[config.mk]
export PLATFORM = sky130hd
export DESIGN_NAME = ppfm_top
export DESIGN_NICKNAME = d
export VERILOG_FILES = /design/src/design/ppfm_pkg.sv /design/src/design/ppfm_sync.sv /design/src/design/ppfm_rst_ctl.sv /design/src/design/ppfm_top.sv
export SDC_FILE = /design/constraint.sdc
export NUM_CORES = 1
export LEC_CHECK = 0
export ABC_AREA = 1
export BUFFER_PORTS_ARGS = -buffer_cell sky130_fd_sc_hd__buf_2
export CORE_MARGIN = 3
export CORE_UTILIZATION = 53
export DETAILED_ROUTE_END_ITERATION = 8
export PLACE_DENSITY_LB_ADDON = 0.1
export SETUP_SLACK_MARGIN = 0.15
export SLEW_MARGIN = 20
export SYNTH_ARGS = -nofsm -noshare
export SYNTH_HDL_FRONTEND = slang
export SYNTH_SLANG_ARGS = --single-unit
[constraint.sdc]
create_clock -name clk_i -period 1.6 [get_ports clk_i]
set_input_delay 0.08 -clock clk_i [delete_from_list [all_inputs] [get_ports clk_i]]
set_output_delay 0.08 -clock clk_i [all_outputs]
set_load 0.02 [all_outputs]
[src/design/ppfm_pkg.sv]
// Purpose: constants and types for the port pin function multiplexer
// Assumes: one 100 MHz clock, synchronous active-low reset
// Notes: register map chosen for this block; see the tags below
package ppfm_pkg;

    // ==========================================================
    // register offsets
    localparam logic [4:0] PPFM_DATA_A   = 5'h00;
    localparam logic [4:0] PPFM_DATA_B   = 5'h01;
    localparam logic [4:0] PPFM_DATA_C   = 5'h02;
    localparam logic [4:0] PPFM_DATA_D   = 5'h03;
    localparam logic [4:0] PPFM_DIR_A    = 5'h04;
    localparam logic [4:0] PPFM_DIR_B    = 5'h05;
    localparam logic [4:0] PPFM_DIR_C    = 5'h06;
    localparam logic [4:0] PPFM_DIR_D    = 5'h07;
    localparam logic [4:0] PPFM_DATA_E   = 5'h08;
    localparam logic [4:0] PPFM_DIR_E    = 5'h09;
    localparam logic [4:0] PPFM_PULL_A   = 5'h0a;
    localparam logic [4:0] PPFM_PULL_C   = 5'h0b;
    localparam logic [4:0] PPFM_PULL_D   = 5'h0c;
    localparam logic [4:0] PPFM_KBD_EN   = 5'h0d;
    localparam logic [4:0] PPFM_ADC_EN   = 5'h0e;
    localparam logic [4:0] PPFM_FUNC_EN  = 5'h0f;
    localparam logic [4:0] PPFM_STATUS   = 5'h10;

    // ==========================================================
    // function enable fields
    localparam int PPFM_FE_SPI  = 0;
    localparam int PPFM_FE_TIM0 = 1;
    localparam int PPFM_FE_SCI  = 5;
    localparam int PPFM_FE_OSC  = 6;

    // ==========================================================
    // reset values, masks and counts
    localparam logic [7:0] PPFM_RST_ZERO   = 8'h00;
    localparam logic [6:0] PPFM_C_SMALL_MK = 7'h1f;
    localparam logic [2:0] PPFM_RST_STRETCH = 3'h7;

    typedef enum logic [2:0] {
        PPFM_RS_IDLE  = 3'b001,
        PPFM_RS_DRIVE = 3'b010,
        PPFM_RS_WAIT  = 3'b100
    } ppfm_rst_state_t;

endpackage

[src/design/ppfm_sync.sv]
`timescale 1ns/1ps
// Purpose: two flip-flop synchroniser for asynchronous levels
// Assumes: one clock
// Notes: first stage read only by the second
module ppfm_sync #(
    parameter int W = 1
) (
    input  wire logic         clk_i,
    input  wire logic         rst_n_i,
    input  wire logic [W-1:0] d_i,
    input  wire logic [W-1:0] rst_val_i,
    output logic      [W-1:0] q_o
);
    logic [W-1:0] s1_reg;
    logic [W-1:0] s2_reg;

    always_ff @(posedge clk_i) begin
        if (!rst_n_i) begin
            s1_reg <= rst_val_i;
            s2_reg <= rst_val_i;
        end else begin
            s1_reg <= d_i;
            s2_reg <= s1_reg;
        end
    end

    assign q_o = s2_reg;
endmodule // ppfm_sync

[src/design/ppfm_rst_ctl.sv]
`timescale 1ns/1ps
// Purpose: bidirectional reset pin control
// Assumes: internal reset sources synchronous to clk_i
// Notes: stretches the drive so the pin is seen low
module ppfm_rst_ctl
    import ppfm_pkg::*;
(
    input  wire logic clk_i,
    input  wire logic rst_n_i,
    input  wire logic int_rst_i,
    input  wire logic pin_low_i,
    output logic      drive_low_o,
    output logic      sys_rst_o
);
    ppfm_rst_state_t st_reg, st_next;
    logic [2:0]      cnt_reg, cnt_next;
    logic            drv_reg, drv_next;
    logic            srst_reg, srst_next;

    always_comb begin
        st_next   = st_reg;
        cnt_next  = cnt_reg;
        drv_next  = 1'b0;
        srst_next = pin_low_i | int_rst_i;
        case (st_reg)
            PPFM_RS_IDLE: begin
                if (int_rst_i) begin
                    st_next  = PPFM_RS_DRIVE;
                    cnt_next = PPFM_RST_STRETCH;
                    drv_next = 1'b1;
                end
            end
            PPFM_RS_DRIVE: begin
                drv_next = 1'b1;
                if (int_rst_i) begin
                    cnt_next = PPFM_RST_STRETCH;
                end else if (cnt_reg == 3'h0) begin
                    st_next  = PPFM_RS_WAIT;
                    drv_next = 1'b0;
                end else begin
                    cnt_next = cnt_reg - 3'h1;
                end
            end
            PPFM_RS_WAIT: begin
                if (int_rst_i) begin
                    st_next  = PPFM_RS_DRIVE;
                    cnt_next = PPFM_RST_STRETCH;
                    drv_next = 1'b1;
                end else if (!pin_low_i) begin
                    st_next = PPFM_RS_IDLE;
                end
            end
            default: st_next = PPFM_RS_IDLE;
        endcase
    end

    always_ff @(posedge clk_i) begin
        if (!rst_n_i) begin
            st_reg   <= PPFM_RS_IDLE;
            cnt_reg  <= 3'h0;
            drv_reg  <= 1'b0;
            srst_reg <= 1'b1;
        end else begin
            st_reg   <= st_next;
            cnt_reg  <= cnt_next;
            drv_reg  <= drv_next;
            srst_reg <= srst_next;
        end
    end

    assign drive_low_o = drv_reg;
    assign sys_rst_o   = srst_reg;
endmodule // ppfm_rst_ctl

[src/design/ppfm_top.sv]
`timescale 1ns/1ps
// Purpose: pin function multiplexer for five general-purpose ports
// Assumes: pins resolved outside from out/oe; pin inputs synchronous
// Notes: peripherals live outside; this block only steers pins
module ppfm_top
    import ppfm_pkg::*;
(
    input  wire logic       clk_i,
    input  wire logic       rst_n_i,
    input  wire logic       large_pkg_i,
    // register port
    input  wire logic [4:0] addr_i,
    input  wire logic [7:0] wdata_i,
    input  wire logic       wr_i,
    input  wire logic       rd_i,
    output logic      [7:0] rdata_o,
    // pins
    input  wire logic [7:0] port_a_pins_i,
    output logic      [7:0] port_a_pins_o,
    output logic      [7:0] port_a_pins_oe_o,
    output logic      [7:0] port_a_pull_o,
    input  wire logic [7:0] port_b_pins_i,
    output logic      [7:0] port_b_pins_o,
    output logic      [7:0] port_b_pins_oe_o,
    input  wire logic [6:0] port_c_pins_i,
    output logic      [6:0] port_c_pins_o,
    output logic      [6:0] port_c_pins_oe_o,
    output logic      [6:0] port_c_pull_o,
    input  wire logic [7:0] port_d_pins_i,
    output logic      [7:0] port_d_pins_o,
    output logic      [7:0] port_d_pins_oe_o,
    output logic      [7:0] port_d_pull_o,
    input  wire logic [4:0] port_e_pins_i,
    output logic      [4:0] port_e_pins_o,
    output logic      [4:0] port_e_pins_oe_o,
    input  wire logic       reset_pin_i,
    output logic            reset_pin_o,
    output logic            reset_pin_oe_o,
    input  wire logic       ext_irq_pin_i,
    // peripheral side
    output logic      [7:0] keyboard_irq_inputs_o,
    output logic      [7:0] converter_channel_inputs_o,
    output logic      [7:0] converter_channel_sel_o,
    input  wire logic [3:0] spi_out_i,
    input  wire logic [3:0] spi_oe_i,
    output logic      [3:0] spi_in_o,
    input  wire logic [3:0] tim_out_i,
    input  wire logic [3:0] tim_oe_i,
    output logic      [3:0] tim_in_o,
    input  wire logic       sci_txd_i,
    output logic            sci_rxd_o,
    output logic            crystal_enable_o,
    input  wire logic       int_rst_i,
    output logic            sys_rst_o,
    output logic            ext_irq_o
);
    // ==========================================================
    // registers
    logic [7:0] data_a_reg, data_a_next, dir_a_reg, dir_a_next;
    logic [7:0] data_b_reg, data_b_next, dir_b_reg, dir_b_next;
    logic [6:0] data_c_reg, data_c_next, dir_c_reg, dir_c_next;
    logic [7:0] data_d_reg, data_d_next, dir_d_reg, dir_d_next;
    logic [4:0] data_e_reg, data_e_next, dir_e_reg, dir_e_next;
    logic [7:0] pull_a_reg, pull_a_next, pull_d_reg, pull_d_next;
    logic [6:0] pull_c_reg, pull_c_next;
    logic [7:0] kbd_reg, kbd_next, adc_reg, adc_next, fen_reg, fen_next;
    logic [7:0] rdata_reg, rdata_next;
    logic [6:0] c_mask;
    logic [6:0] pin_c_in;
    logic       irq_sync;
    logic       rst_drive;
    logic       sys_rst;

    function automatic logic [7:0] ext7(input logic [6:0] v);
        ext7 = {1'b0, v};
    endfunction

    assign c_mask   = large_pkg_i ? 7'h7f : PPFM_C_SMALL_MK;
    assign pin_c_in = port_c_pins_i & c_mask;

    // ==========================================================
    // register writes and reads
    always_comb begin
        data_a_next = data_a_reg;
        dir_a_next  = dir_a_reg;
        data_b_next = data_b_reg;
        dir_b_next  = dir_b_reg;
        data_c_next = data_c_reg;
        dir_c_next  = dir_c_reg;
        data_d_next = data_d_reg;
        dir_d_next  = dir_d_reg;
        data_e_next = data_e_reg;
        dir_e_next  = dir_e_reg;
        pull_a_next = pull_a_reg;
        pull_c_next = pull_c_reg;
        pull_d_next = pull_d_reg;
        kbd_next    = kbd_reg;
        adc_next    = adc_reg;
        fen_next    = fen_reg;
        rdata_next  = PPFM_RST_ZERO;
        if (wr_i) begin
            case (addr_i)
                PPFM_DATA_A:  data_a_next = wdata_i;
                PPFM_DATA_B:  data_b_next = wdata_i;
                PPFM_DATA_C:  data_c_next = wdata_i[6:0];
                PPFM_DATA_D:  data_d_next = wdata_i;
                PPFM_DIR_A:   dir_a_next  = wdata_i;
                PPFM_DIR_B:   dir_b_next  = wdata_i;
                PPFM_DIR_C:   dir_c_next  = wdata_i[6:0];
                PPFM_DIR_D:   dir_d_next  = wdata_i;
                PPFM_DATA_E:  data_e_next = wdata_i[4:0];
                PPFM_DIR_E:   dir_e_next  = wdata_i[4:0];
                PPFM_PULL_A:  pull_a_next = wdata_i;
                PPFM_PULL_C:  pull_c_next = wdata_i[6:0];
                PPFM_PULL_D:  pull_d_next = wdata_i;
                PPFM_KBD_EN:  kbd_next    = wdata_i;
                PPFM_ADC_EN:  adc_next    = wdata_i;
                PPFM_FUNC_EN: fen_next    = {1'b0, wdata_i[6:0]};
                default: ;
            endcase
        end
        if (rd_i) begin
            case (addr_i)
                // data reads return pin level on inputs, latch on outputs
                PPFM_DATA_A:  rdata_next = (dir_a_reg & data_a_reg) | (~dir_a_reg & port_a_pins_i);
                PPFM_DATA_B:  rdata_next = (dir_b_reg & data_b_reg) | (~dir_b_reg & port_b_pins_i);
                PPFM_DATA_C:  rdata_next = ext7((dir_c_reg & data_c_reg & c_mask)
                                                | (~dir_c_reg & pin_c_in));
                PPFM_DATA_D:  rdata_next = (dir_d_reg & data_d_reg) | (~dir_d_reg & port_d_pins_i);
                PPFM_DIR_A:   rdata_next = dir_a_reg;
                PPFM_DIR_B:   rdata_next = dir_b_reg;
                PPFM_DIR_C:   rdata_next = ext7(dir_c_reg);
                PPFM_DIR_D:   rdata_next = dir_d_reg;
                PPFM_DATA_E:  rdata_next = {3'h0, (dir_e_reg & data_e_reg)
                                                  | (~dir_e_reg & port_e_pins_i)};
                PPFM_DIR_E:   rdata_next = {3'h0, dir_e_reg};
                PPFM_PULL_A:  rdata_next = pull_a_reg;
                PPFM_PULL_C:  rdata_next = ext7(pull_c_reg);
                PPFM_PULL_D:  rdata_next = pull_d_reg;
                PPFM_KBD_EN:  rdata_next = kbd_reg;
                PPFM_ADC_EN:  rdata_next = adc_reg;
                PPFM_FUNC_EN: rdata_next = fen_reg;
                PPFM_STATUS:  rdata_next = {5'h0, large_pkg_i, rst_drive, irq_sync};
                default:      rdata_next = PPFM_RST_ZERO;
            endcase
        end
    end

    always_ff @(posedge clk_i) begin
        if (!rst_n_i || sys_rst) begin
            data_a_reg <= PPFM_RST_ZERO;
            dir_a_reg  <= PPFM_RST_ZERO;
            data_b_reg <= PPFM_RST_ZERO;
            dir_b_reg  <= PPFM_RST_ZERO;
            data_c_reg <= 7'h00;
            dir_c_reg  <= 7'h00;
            data_d_reg <= PPFM_RST_ZERO;
            dir_d_reg  <= PPFM_RST_ZERO;
            data_e_reg <= 5'h00;
            dir_e_reg  <= 5'h00;
            pull_a_reg <= PPFM_RST_ZERO;
            pull_c_reg <= 7'h00;
            pull_d_reg <= PPFM_RST_ZERO;
            kbd_reg    <= PPFM_RST_ZERO;
            adc_reg    <= PPFM_RST_ZERO;
            fen_reg    <= PPFM_RST_ZERO;
            rdata_reg  <= PPFM_RST_ZERO;
        end else begin
            data_a_reg <= data_a_next;
            dir_a_reg  <= dir_a_next;
            data_b_reg <= data_b_next;
            dir_b_reg  <= dir_b_next;
            data_c_reg <= data_c_next;
            dir_c_reg  <= dir_c_next;
            data_d_reg <= data_d_next;
            dir_d_reg  <= dir_d_next;
            data_e_reg <= data_e_next;
            dir_e_reg  <= dir_e_next;
            pull_a_reg <= pull_a_next;
            pull_c_reg <= pull_c_next;
            pull_d_reg <= pull_d_next;
            kbd_reg    <= kbd_next;
            adc_reg    <= adc_next;
            fen_reg    <= fen_next;
            rdata_reg  <= rdata_next;
        end
    end

    // ==========================================================
    // reset pin and external interrupt
    ppfm_rst_ctl u_rst (
        .clk_i       (clk_i),
        .rst_n_i     (rst_n_i),
        .int_rst_i   (int_rst_i),
        .pin_low_i   (!reset_pin_i),
        .drive_low_o (rst_drive),
        .sys_rst_o   (sys_rst)
    );

    ppfm_sync #(.W(1)) u_irq (
        .clk_i     (clk_i),
        .rst_n_i   (rst_n_i),
        .d_i       (ext_irq_pin_i),
        .rst_val_i (1'b1),
        .q_o       (irq_sync)
    );

    // ==========================================================
    // pin steering
    logic [7:0] a_out, a_oe, a_pu, b_out, b_oe, d_out, d_oe, d_pu;
    logic [6:0] c_out, c_oe, c_pu;
    logic [4:0] e_out, e_oe;
    logic       spi_on, sci_on, osc_on;
    logic [3:0] tim_on;

    assign spi_on = fen_reg[PPFM_FE_SPI];
    assign tim_on = fen_reg[PPFM_FE_TIM0 +: 4];
    assign sci_on = fen_reg[PPFM_FE_SCI];
    assign osc_on = fen_reg[PPFM_FE_OSC];

    always_comb begin
        a_out = data_a_reg;
        a_oe  = dir_a_reg & ~kbd_reg; // keyboard pins forced to input
        b_out = data_b_reg;
        b_oe  = dir_b_reg & ~adc_reg;
        c_out = data_c_reg & c_mask;
        c_oe  = dir_c_reg & c_mask;
        d_out = data_d_reg;
        d_oe  = dir_d_reg;
        if (spi_on) begin
            d_out[3:0] = spi_out_i;
            d_oe[3:0]  = spi_oe_i;
        end
        for (int i = 0; i < 4; i++) begin
            if (tim_on[i]) begin
                d_out[4+i] = tim_out_i[i];
                d_oe[4+i]  = tim_oe_i[i];
            end
        end
        e_out = data_e_reg;
        e_oe  = dir_e_reg;
        if (sci_on) begin
            e_out[0] = sci_txd_i;
            e_oe[0]  = 1'b1;
            e_oe[1]  = 1'b0;
        end
        if (osc_on) begin
            e_oe[4:3] = 2'b00; // crystal circuit owns pins
        end
        a_pu = pull_a_reg & ~a_oe;
        c_pu = pull_c_reg & ~c_oe & c_mask;
        d_pu = pull_d_reg & ~d_oe;
    end

    always_ff @(posedge clk_i) begin
        if (!rst_n_i) begin
            port_a_pins_o              <= 8'h00;
            port_a_pins_oe_o           <= 8'h00;
            port_a_pull_o              <= 8'h00;
            port_b_pins_o              <= 8'h00;
            port_b_pins_oe_o           <= 8'h00;
            port_c_pins_o              <= 7'h00;
            port_c_pins_oe_o           <= 7'h00;
            port_c_pull_o              <= 7'h00;
            port_d_pins_o              <= 8'h00;
            port_d_pins_oe_o           <= 8'h00;
            port_d_pull_o              <= 8'h00;
            port_e_pins_o              <= 5'h00;
            port_e_pins_oe_o           <= 5'h00;
            keyboard_irq_inputs_o      <= 8'h00;
            converter_channel_inputs_o <= 8'h00;
            converter_channel_sel_o    <= 8'h00;
            spi_in_o                   <= 4'h0;
            tim_in_o                   <= 4'h0;
            sci_rxd_o                  <= 1'b1;
            crystal_enable_o           <= 1'b0;
            reset_pin_oe_o             <= 1'b0;
            ext_irq_o                  <= 1'b0;
            sys_rst_o                  <= 1'b1;
        end else begin
            port_a_pins_o              <= a_out;
            port_a_pins_oe_o           <= a_oe;
            port_a_pull_o              <= a_pu;
            port_b_pins_o              <= b_out;
            port_b_pins_oe_o           <= b_oe;
            port_c_pins_o              <= c_out;
            port_c_pins_oe_o           <= c_oe;
            port_c_pull_o              <= c_pu;
            port_d_pins_o              <= d_out;
            port_d_pins_oe_o           <= d_oe;
            port_d_pull_o              <= d_pu;
            port_e_pins_o              <= e_out;
            port_e_pins_oe_o           <= e_oe;
            keyboard_irq_inputs_o      <= port_a_pins_i | ~kbd_reg;
            converter_channel_inputs_o <= port_b_pins_i & adc_reg;
            converter_channel_sel_o    <= adc_reg;
            spi_in_o                   <= spi_on ? port_d_pins_i[3:0] : 4'h0;
            tim_in_o                   <= port_d_pins_i[7:4] & tim_on;
            sci_rxd_o                  <= sci_on ? port_e_pins_i[1] : 1'b1;
            crystal_enable_o           <= osc_on;
            reset_pin_oe_o             <= rst_drive;
            ext_irq_o                  <= !irq_sync;
            sys_rst_o                  <= sys_rst;
        end
    end

    assign rdata_o     = rdata_reg;
    assign reset_pin_o = 1'b0;
endmodule // ppfm_top

Yosys cells after proc, flatten, opt, wreduce, memory -nomap -nowiden:

Cells that the tools add are included.

* bits in registers: 268
* input bits: 74
* output and inout bits: 141
* logic and storage cells: 174

* add/sub/neg operators: 1
* equality and inequality tests: 25
* multiplexer cells: 28
* bitwise operators: 41
* reductions and logical operators: 31

Operators with widths (number)
* $pmux W8 S17: 1
* $and A8 B8 Y8: 11
* $and A7 B7 Y7: 8
* $not A8 Y8: 7
* $eq A5 B4 Y1 const B: 8
* $reduce_and A2 Y1: 18
* $or A8 B8 Y8: 4
* $mux W3: 8
* $eq A5 B3 Y1 const B: 4
* $not A7 Y7: 2
* $mux W1: 13
* $and A5 B5 Y5: 2
* $eq A5 B2 Y1 const B: 2
* $pmux W3 S3: 1
* $mux W4: 2
* $reduce_or A2 Y1: 4
* $mux W7: 1
* $or A7 B7 Y7: 1
* $ne A3 B3 Y1 const B: 2
* $pmux W3 S2: 1
* $eq A5 B1 Y1 const B: 1
* $eq A5 B5 Y1 const B: 1
* $logic_not A5 Y1: 1
* $not A5 Y5: 1
* other kinds (17): 22

Logic depth before layout (Yosys ltp):

* depth in word-level cells: 5
* mapped depth: 11
* gate-level depth less buffers: 10

Cells and area by module:

Synthesis repeated with hierarchy kept, for this count alone.

* cells, all modules: 1366
* area total of the unflattened synthesis: 10328.7 um2

Modules (own cells, without submodules)
* ppfm_top: instances 1, cells an instance 1290, area each 9779.4 um2, seq. area each 5165.0 um2
* ppfm_rst_ctl: instances 1, cells an instance 68, area each 484.2 um2, seq. area each 160.2 um2
* ppfm_sync: instances 1, cells an instance 8, area each 65.1 um2, seq. area each 40.0 um2

Least setup slack after synthesis:

OpenSTA, ideal clock, no wires.

* path kind: input port to flip-flop
* start: in addr_i[4]
* end: reg dir_d_reg[4]
* library setup time: 70 ps
* arrival time: 1165 ps
* data required time: 1530 ps
* slack: 365 ps
* stages on the path: 9
* buffers on the path: 2
* path through: buf_6 -> inv_2 -> nand3_1 -> nor2_4 -> inv_2 -> nor2_4 -> buf_4 -> o21ai_0 -> a21oi_1

* cells in the longest elaborated chain, start to end: 2

Ends and longest elaborated chain
* start, declared: line ppfm_top.sv:12 `input wire logic [4:0] addr_i,`
* $eq A5 B3 Y1: line ppfm_top.sv:102 `case (addr_i)`
* $reduce_and A2 Y1 (no source line)
* end signal, assigned: line ppfm_top.sv:176 `dir_d_reg <= dir_d_next;`
* end, declared: line ppfm_top.sv:62 `logic [7:0] data_d_reg, data_d_next, dir_d_reg, dir_d_next;`

Every way passes these cells.
A chain may end at the register's enable or synchronous reset.

Final worst setup path:

* start: reg u_rst.srst_reg (netlist: u_rst.sys_rst_o)
* end: reg dir_b_reg[0]

* cells in the longest elaborated chain, start to end: 1

Ends and longest elaborated chain
* start, declared: line ppfm_rst_ctl.sv:18 `logic srst_reg, srst_next;`
* start signal, assigned: line ppfm_rst_ctl.sv:67 `srst_reg <= srst_next;`
* $logic_or A1 B1 Y1: line ppfm_top.sv:150 `if (!rst_n_i || sys_rst) begin`
* end signal, assigned: line ppfm_top.sv:172 `dir_b_reg <= dir_b_next;`
* end, declared: line ppfm_top.sv:60 `logic [7:0] data_b_reg, data_b_next, dir_b_reg, dir_b_next;`

Every way passes these cells.

==> Flow_metrics.wiki <==
{| class="wikitable"
! Metric !! Value
|-
| Outcome || completed
|-
| Die X-Extent || between 100 and 150 um
|-
| Setup violations, final || 0
|-
| Pre-CTS setup slack || 0.0654 ns
|-
| Full die area || ~21000 sq um
|-
| Pwr Total || 13.9 mW
|-
| Boundary Pins || 215
|-
| Setup slack of the critical path after layout || 0.232 ns
|-
| Vias in the first global route || 9239
|-
| Most common cell in the netlist || nand2_1
|-
| Main area contributors after synthesis || dfxtp_1, nand2_1, o21ai_0
|-
| RR Startpoint || u_rst.sys_rst_o$_SDFF_PN1_
|-
| CTS HTree Levels || 1
|-
| Mapped cell area || 10000 sq um
|-
| Data arrival, critical path || 1.82 ns
|-
| Final sum of negative setup slack || 0 ns
|-
| Startpoint type of the worst setup path || register
|-
| Cell family with the largest share of critical-path delay || buffers and inverters
|-
| TritonCTS clock tree || built
|-
| Worst Path Buf+Inv || 1
|-
| Max stage delay cell, worst path || buf_4
|-
| Syn_nets || about 1400
|-
| Kind of end point of the critical path || register
|-
| Cts bufs inserted || 27
|-
| Cell types with the highest counts after synthesis || nand2_1, dfxtp_1, inv_1
|-
| Remaining Overflow, GRT || 0
|-
| Critical path type || register to register
|-
| Post-synthesis cell type count || 31
|-
| Critical Path, Cell by Cell || nor2_4 > buf_4 > o21ai_0 > a21oi_1
|-
| Final critical delay including setup and external delays || 1.37 ns
|-
| Post-synth top area cell || dfxtp_1
|-
| Fraction of final layout cells with drive strength greater than 1 || 0.204
|-
| Part of the cycle the worst path needs || 0.855
|-
| Final antenna-violating net count || 0
|-
| Worst voltage drop across the vdd grid || just under 0.001 V
|-
| Total Routing Usage GR || 0.326
|-
| Part of the total power dissipated in sequential elements || 0.484
|-
| Number of maximum-capacitance constraint violations || 0
|-
| Share of power burned in combinational logic || 0.060
|-
| Ys flop type || dfxtp_1
|-
| Cell count after synthesis || 1320
|-
| Antenna cells || 0
|-
| Global placer's final weighted congestion || approximately 1.0
|-
| Max Fanout on Critical Path || 33
|-
| Power Internal || around 11 mW
|-
| Setup clock skew after layout || around 0.015 ns
|-
| Total number of vias || 9888
|-
| Static power due to leakage || between 6 and 7 nW
|-
| Slew HR || 0.611
|-
| Area growth from synthesis to final layout || 29.3%
|-
| Number of DRC markers after the initial detailed-route iteration || 819
|-
| Hold Startpoint || wdata_i[0]
|-
| Router iterations before antenna repair || 5
|-
| Number of setup buffers added after CTS || 0
|-
| Fraction of the yosys area taken by sequential cells || 0.534
|-
| Worst setup startpoint || u_rst.sys_rst_o$_SDFF_PN1_
|-
| Clk sinks || 268
|-
| Number of port buffers || 213
|-
| Worst-case clock buffer depth || 3
|-
| Unrepaired setup endpoints after global routing || false
|-
| Area share of the leading cell type in the synthesized netlist || 0.534
|-
| Average footprint of a synthesized cell || 7.61 sq um
|-
| CP Data Required Time || ~2.1 ns
|-
| Y dimension of the die || 144 um
|-
| Count of final hold-check violations || 0
|-
| FF+latch count, synth || 268
|-
| Number of max-slew violations in the final report || 0
|-
| Wire length of the first global-routing pass || slightly above 50000 um
|-
| DP Wirelength || 24800 um
|-
| Warnings from Yosys || 0
|-
| Number of cell rows || between 40 and 50
|-
| Max incr delay on CP || between 0.3 and 0.4 ns
|-
| Register area || 5370 sq um
|-
| Layout Utilization || 0.711
|-
| Initial antenna violation count || 1
|-
| Routed wirelength normalized by instance count || 18.5 um
|-
| Max Clock Freq || 731 MHz
|-
| Part of the power in the clock network || 0.456
|-
| Area of the core region || about 18000 sq um
|-
| Multi-input logic area || 3830 sq um
|-
| Root buffer cell || clkbuf_16
|-
| Nets@finish || roughly 1700
|-
| Count of flip-flops with a built-in enable after synthesis || 0
|-
| Actual slew at the worst max-slew pin || 0.584 ns
|-
| Per-cell via count in the routed design || 5.32
|-
| Count of fill cells added during filler insertion || 1469
|-
| Switching share of power || 0.223
|-
| Post-route DRC violation count || 0
|-
| Worst-path clk slew || about 0.060 ns
|-
| Post-synth ARST share || 0
|-
| Power density over the cells || 1070 nW/um^2
|-
| Maximum number of pins on one net before global-route repair || 67
|-
| Clock latency reported for the late side of the worst-skew pair || 0.53 ns
|-
| Worst Hold Class || primary input to register
|-
| Total wire length || 34400 um
|-
| Starting density of the core || 0.550
|-
| Sw Pwr || 3.11 mW
|}
==> layer usage <==
layer / global-route usage / routed length [um] / vias to the layer above
met5: 0 / 0 / -
met4: 0.0778 / 827 / 0
met3: 0.0506 / 3070 / 51
met2: 0.545 / 16200 / 497
met1: 0.446 / 14200 / 4541
li1: - / - / 4799
==> area by class of cell <==
cell class | instances | area share
multi-input cells | 836 | 0.295
well taps | 229 | 0.0221
clock buffers | 36 | 0.0554
inverters | 167 | 0.0483
clock inverters | 11 | 0.0128
flip-flops and latches | 268 | 0.413
repair buffers | 311 | 0.154
==> stage by stage <==
stage / instances / instance area [sq um] / hold slack, ns
detailed placement: 1758 / 11600 / 0.277
floorplan: 1320 / 10000 / 0.165
global placement: 1758 / 11600 / 0.277
CTS: 1858 / 13000 / 0.00222
finish: 1858 / 13000 / 0.0185
global route: 1858 / 13000 / 0.0334
==> cells in the final DEF, fill, tap and decap left out, types with 2 or more instances in the layout <==
cell / n
nor2_4: 8
o21ai_0: 144
clkinvlp_4: 3
ha_1: 2
nor3_1: 27
or2_2: 3
inv_2: 10
clkbuf_1: 8
nor2_2: 9
a21oi_1: 134
a211oi_1: 8
buf_12: 5
nand2_2: 3
bufinv_16: 4
clkbuf_16: 27
dlygate4sd3_1: 53
dfxtp_1: 268
buf_4: 40
clkinv_2: 3
nor4_1: 2
nand3_1: 59
clkinv_1: 3
mux2i_1: 2
nand2_1: 273
nor2_1: 138
inv_1: 154
buf_2: 213
nand4_1: 13
==> worst reg2reg max path: cells and delay by family (launching register included) <==
kind / cells / cell delay, ns
compound gates: 2 / 0.32
flops: 1 / 0.33
simple gates: 1 / 0.30
buf+inv: 1 / 0.36
==> worst paths after layout <==
check                               to  slack, ns  cells past startpoint
max reg2reg  dir_b_reg[0]$_SDFFE_PP0P_       0.23                      4
min            kbd_reg[0]$_SDFFE_PP0P_       0.02                      3
min reg2reg       u_irq.q_o$_SDFF_PN1_       0.42                      1
max          dir_b_reg[0]$_SDFFE_PP0P_       0.23                      4
==> power groups by stage <==
stage          clock network [mW]  logic [mW]  registers [mW]
2_1_floorplan                   0       0.338            6.90
3_3_place_gp                    0       0.700            6.88
3_5_place_dp                    0       0.704            6.88
4_1_cts                      6.38       0.808            6.74
5_1_grt                      6.67       0.891            6.73
6_report                     6.36       0.833            6.74
==> timing repair <==
item                                    in CTS  in global routing
hold endpoints to repair                    85                  0
endpoints found under the setup margin       0                  4
resized for setup                            0                  5
hold buffers                                53                  0
==> cell families (layout without fill, tap and decap cells) <==
logic type | after synthesis | count (layout) | share of synthesized area
fa+ha+maj | 2 | 2 | 0.00249
simple gates | 538 | 538 | 0.225
compound gates | 292 | 292 | 0.148
flops | 268 | 268 | 0.534
buf+inv | 216 | 525 | 0.0868
other cells | 1 | 1 | 0.000373
xor+xnor | 1 | 1 | 0.000872
mux | 2 | 2 | 0.00199
Power figures use the tool's default switching activity.
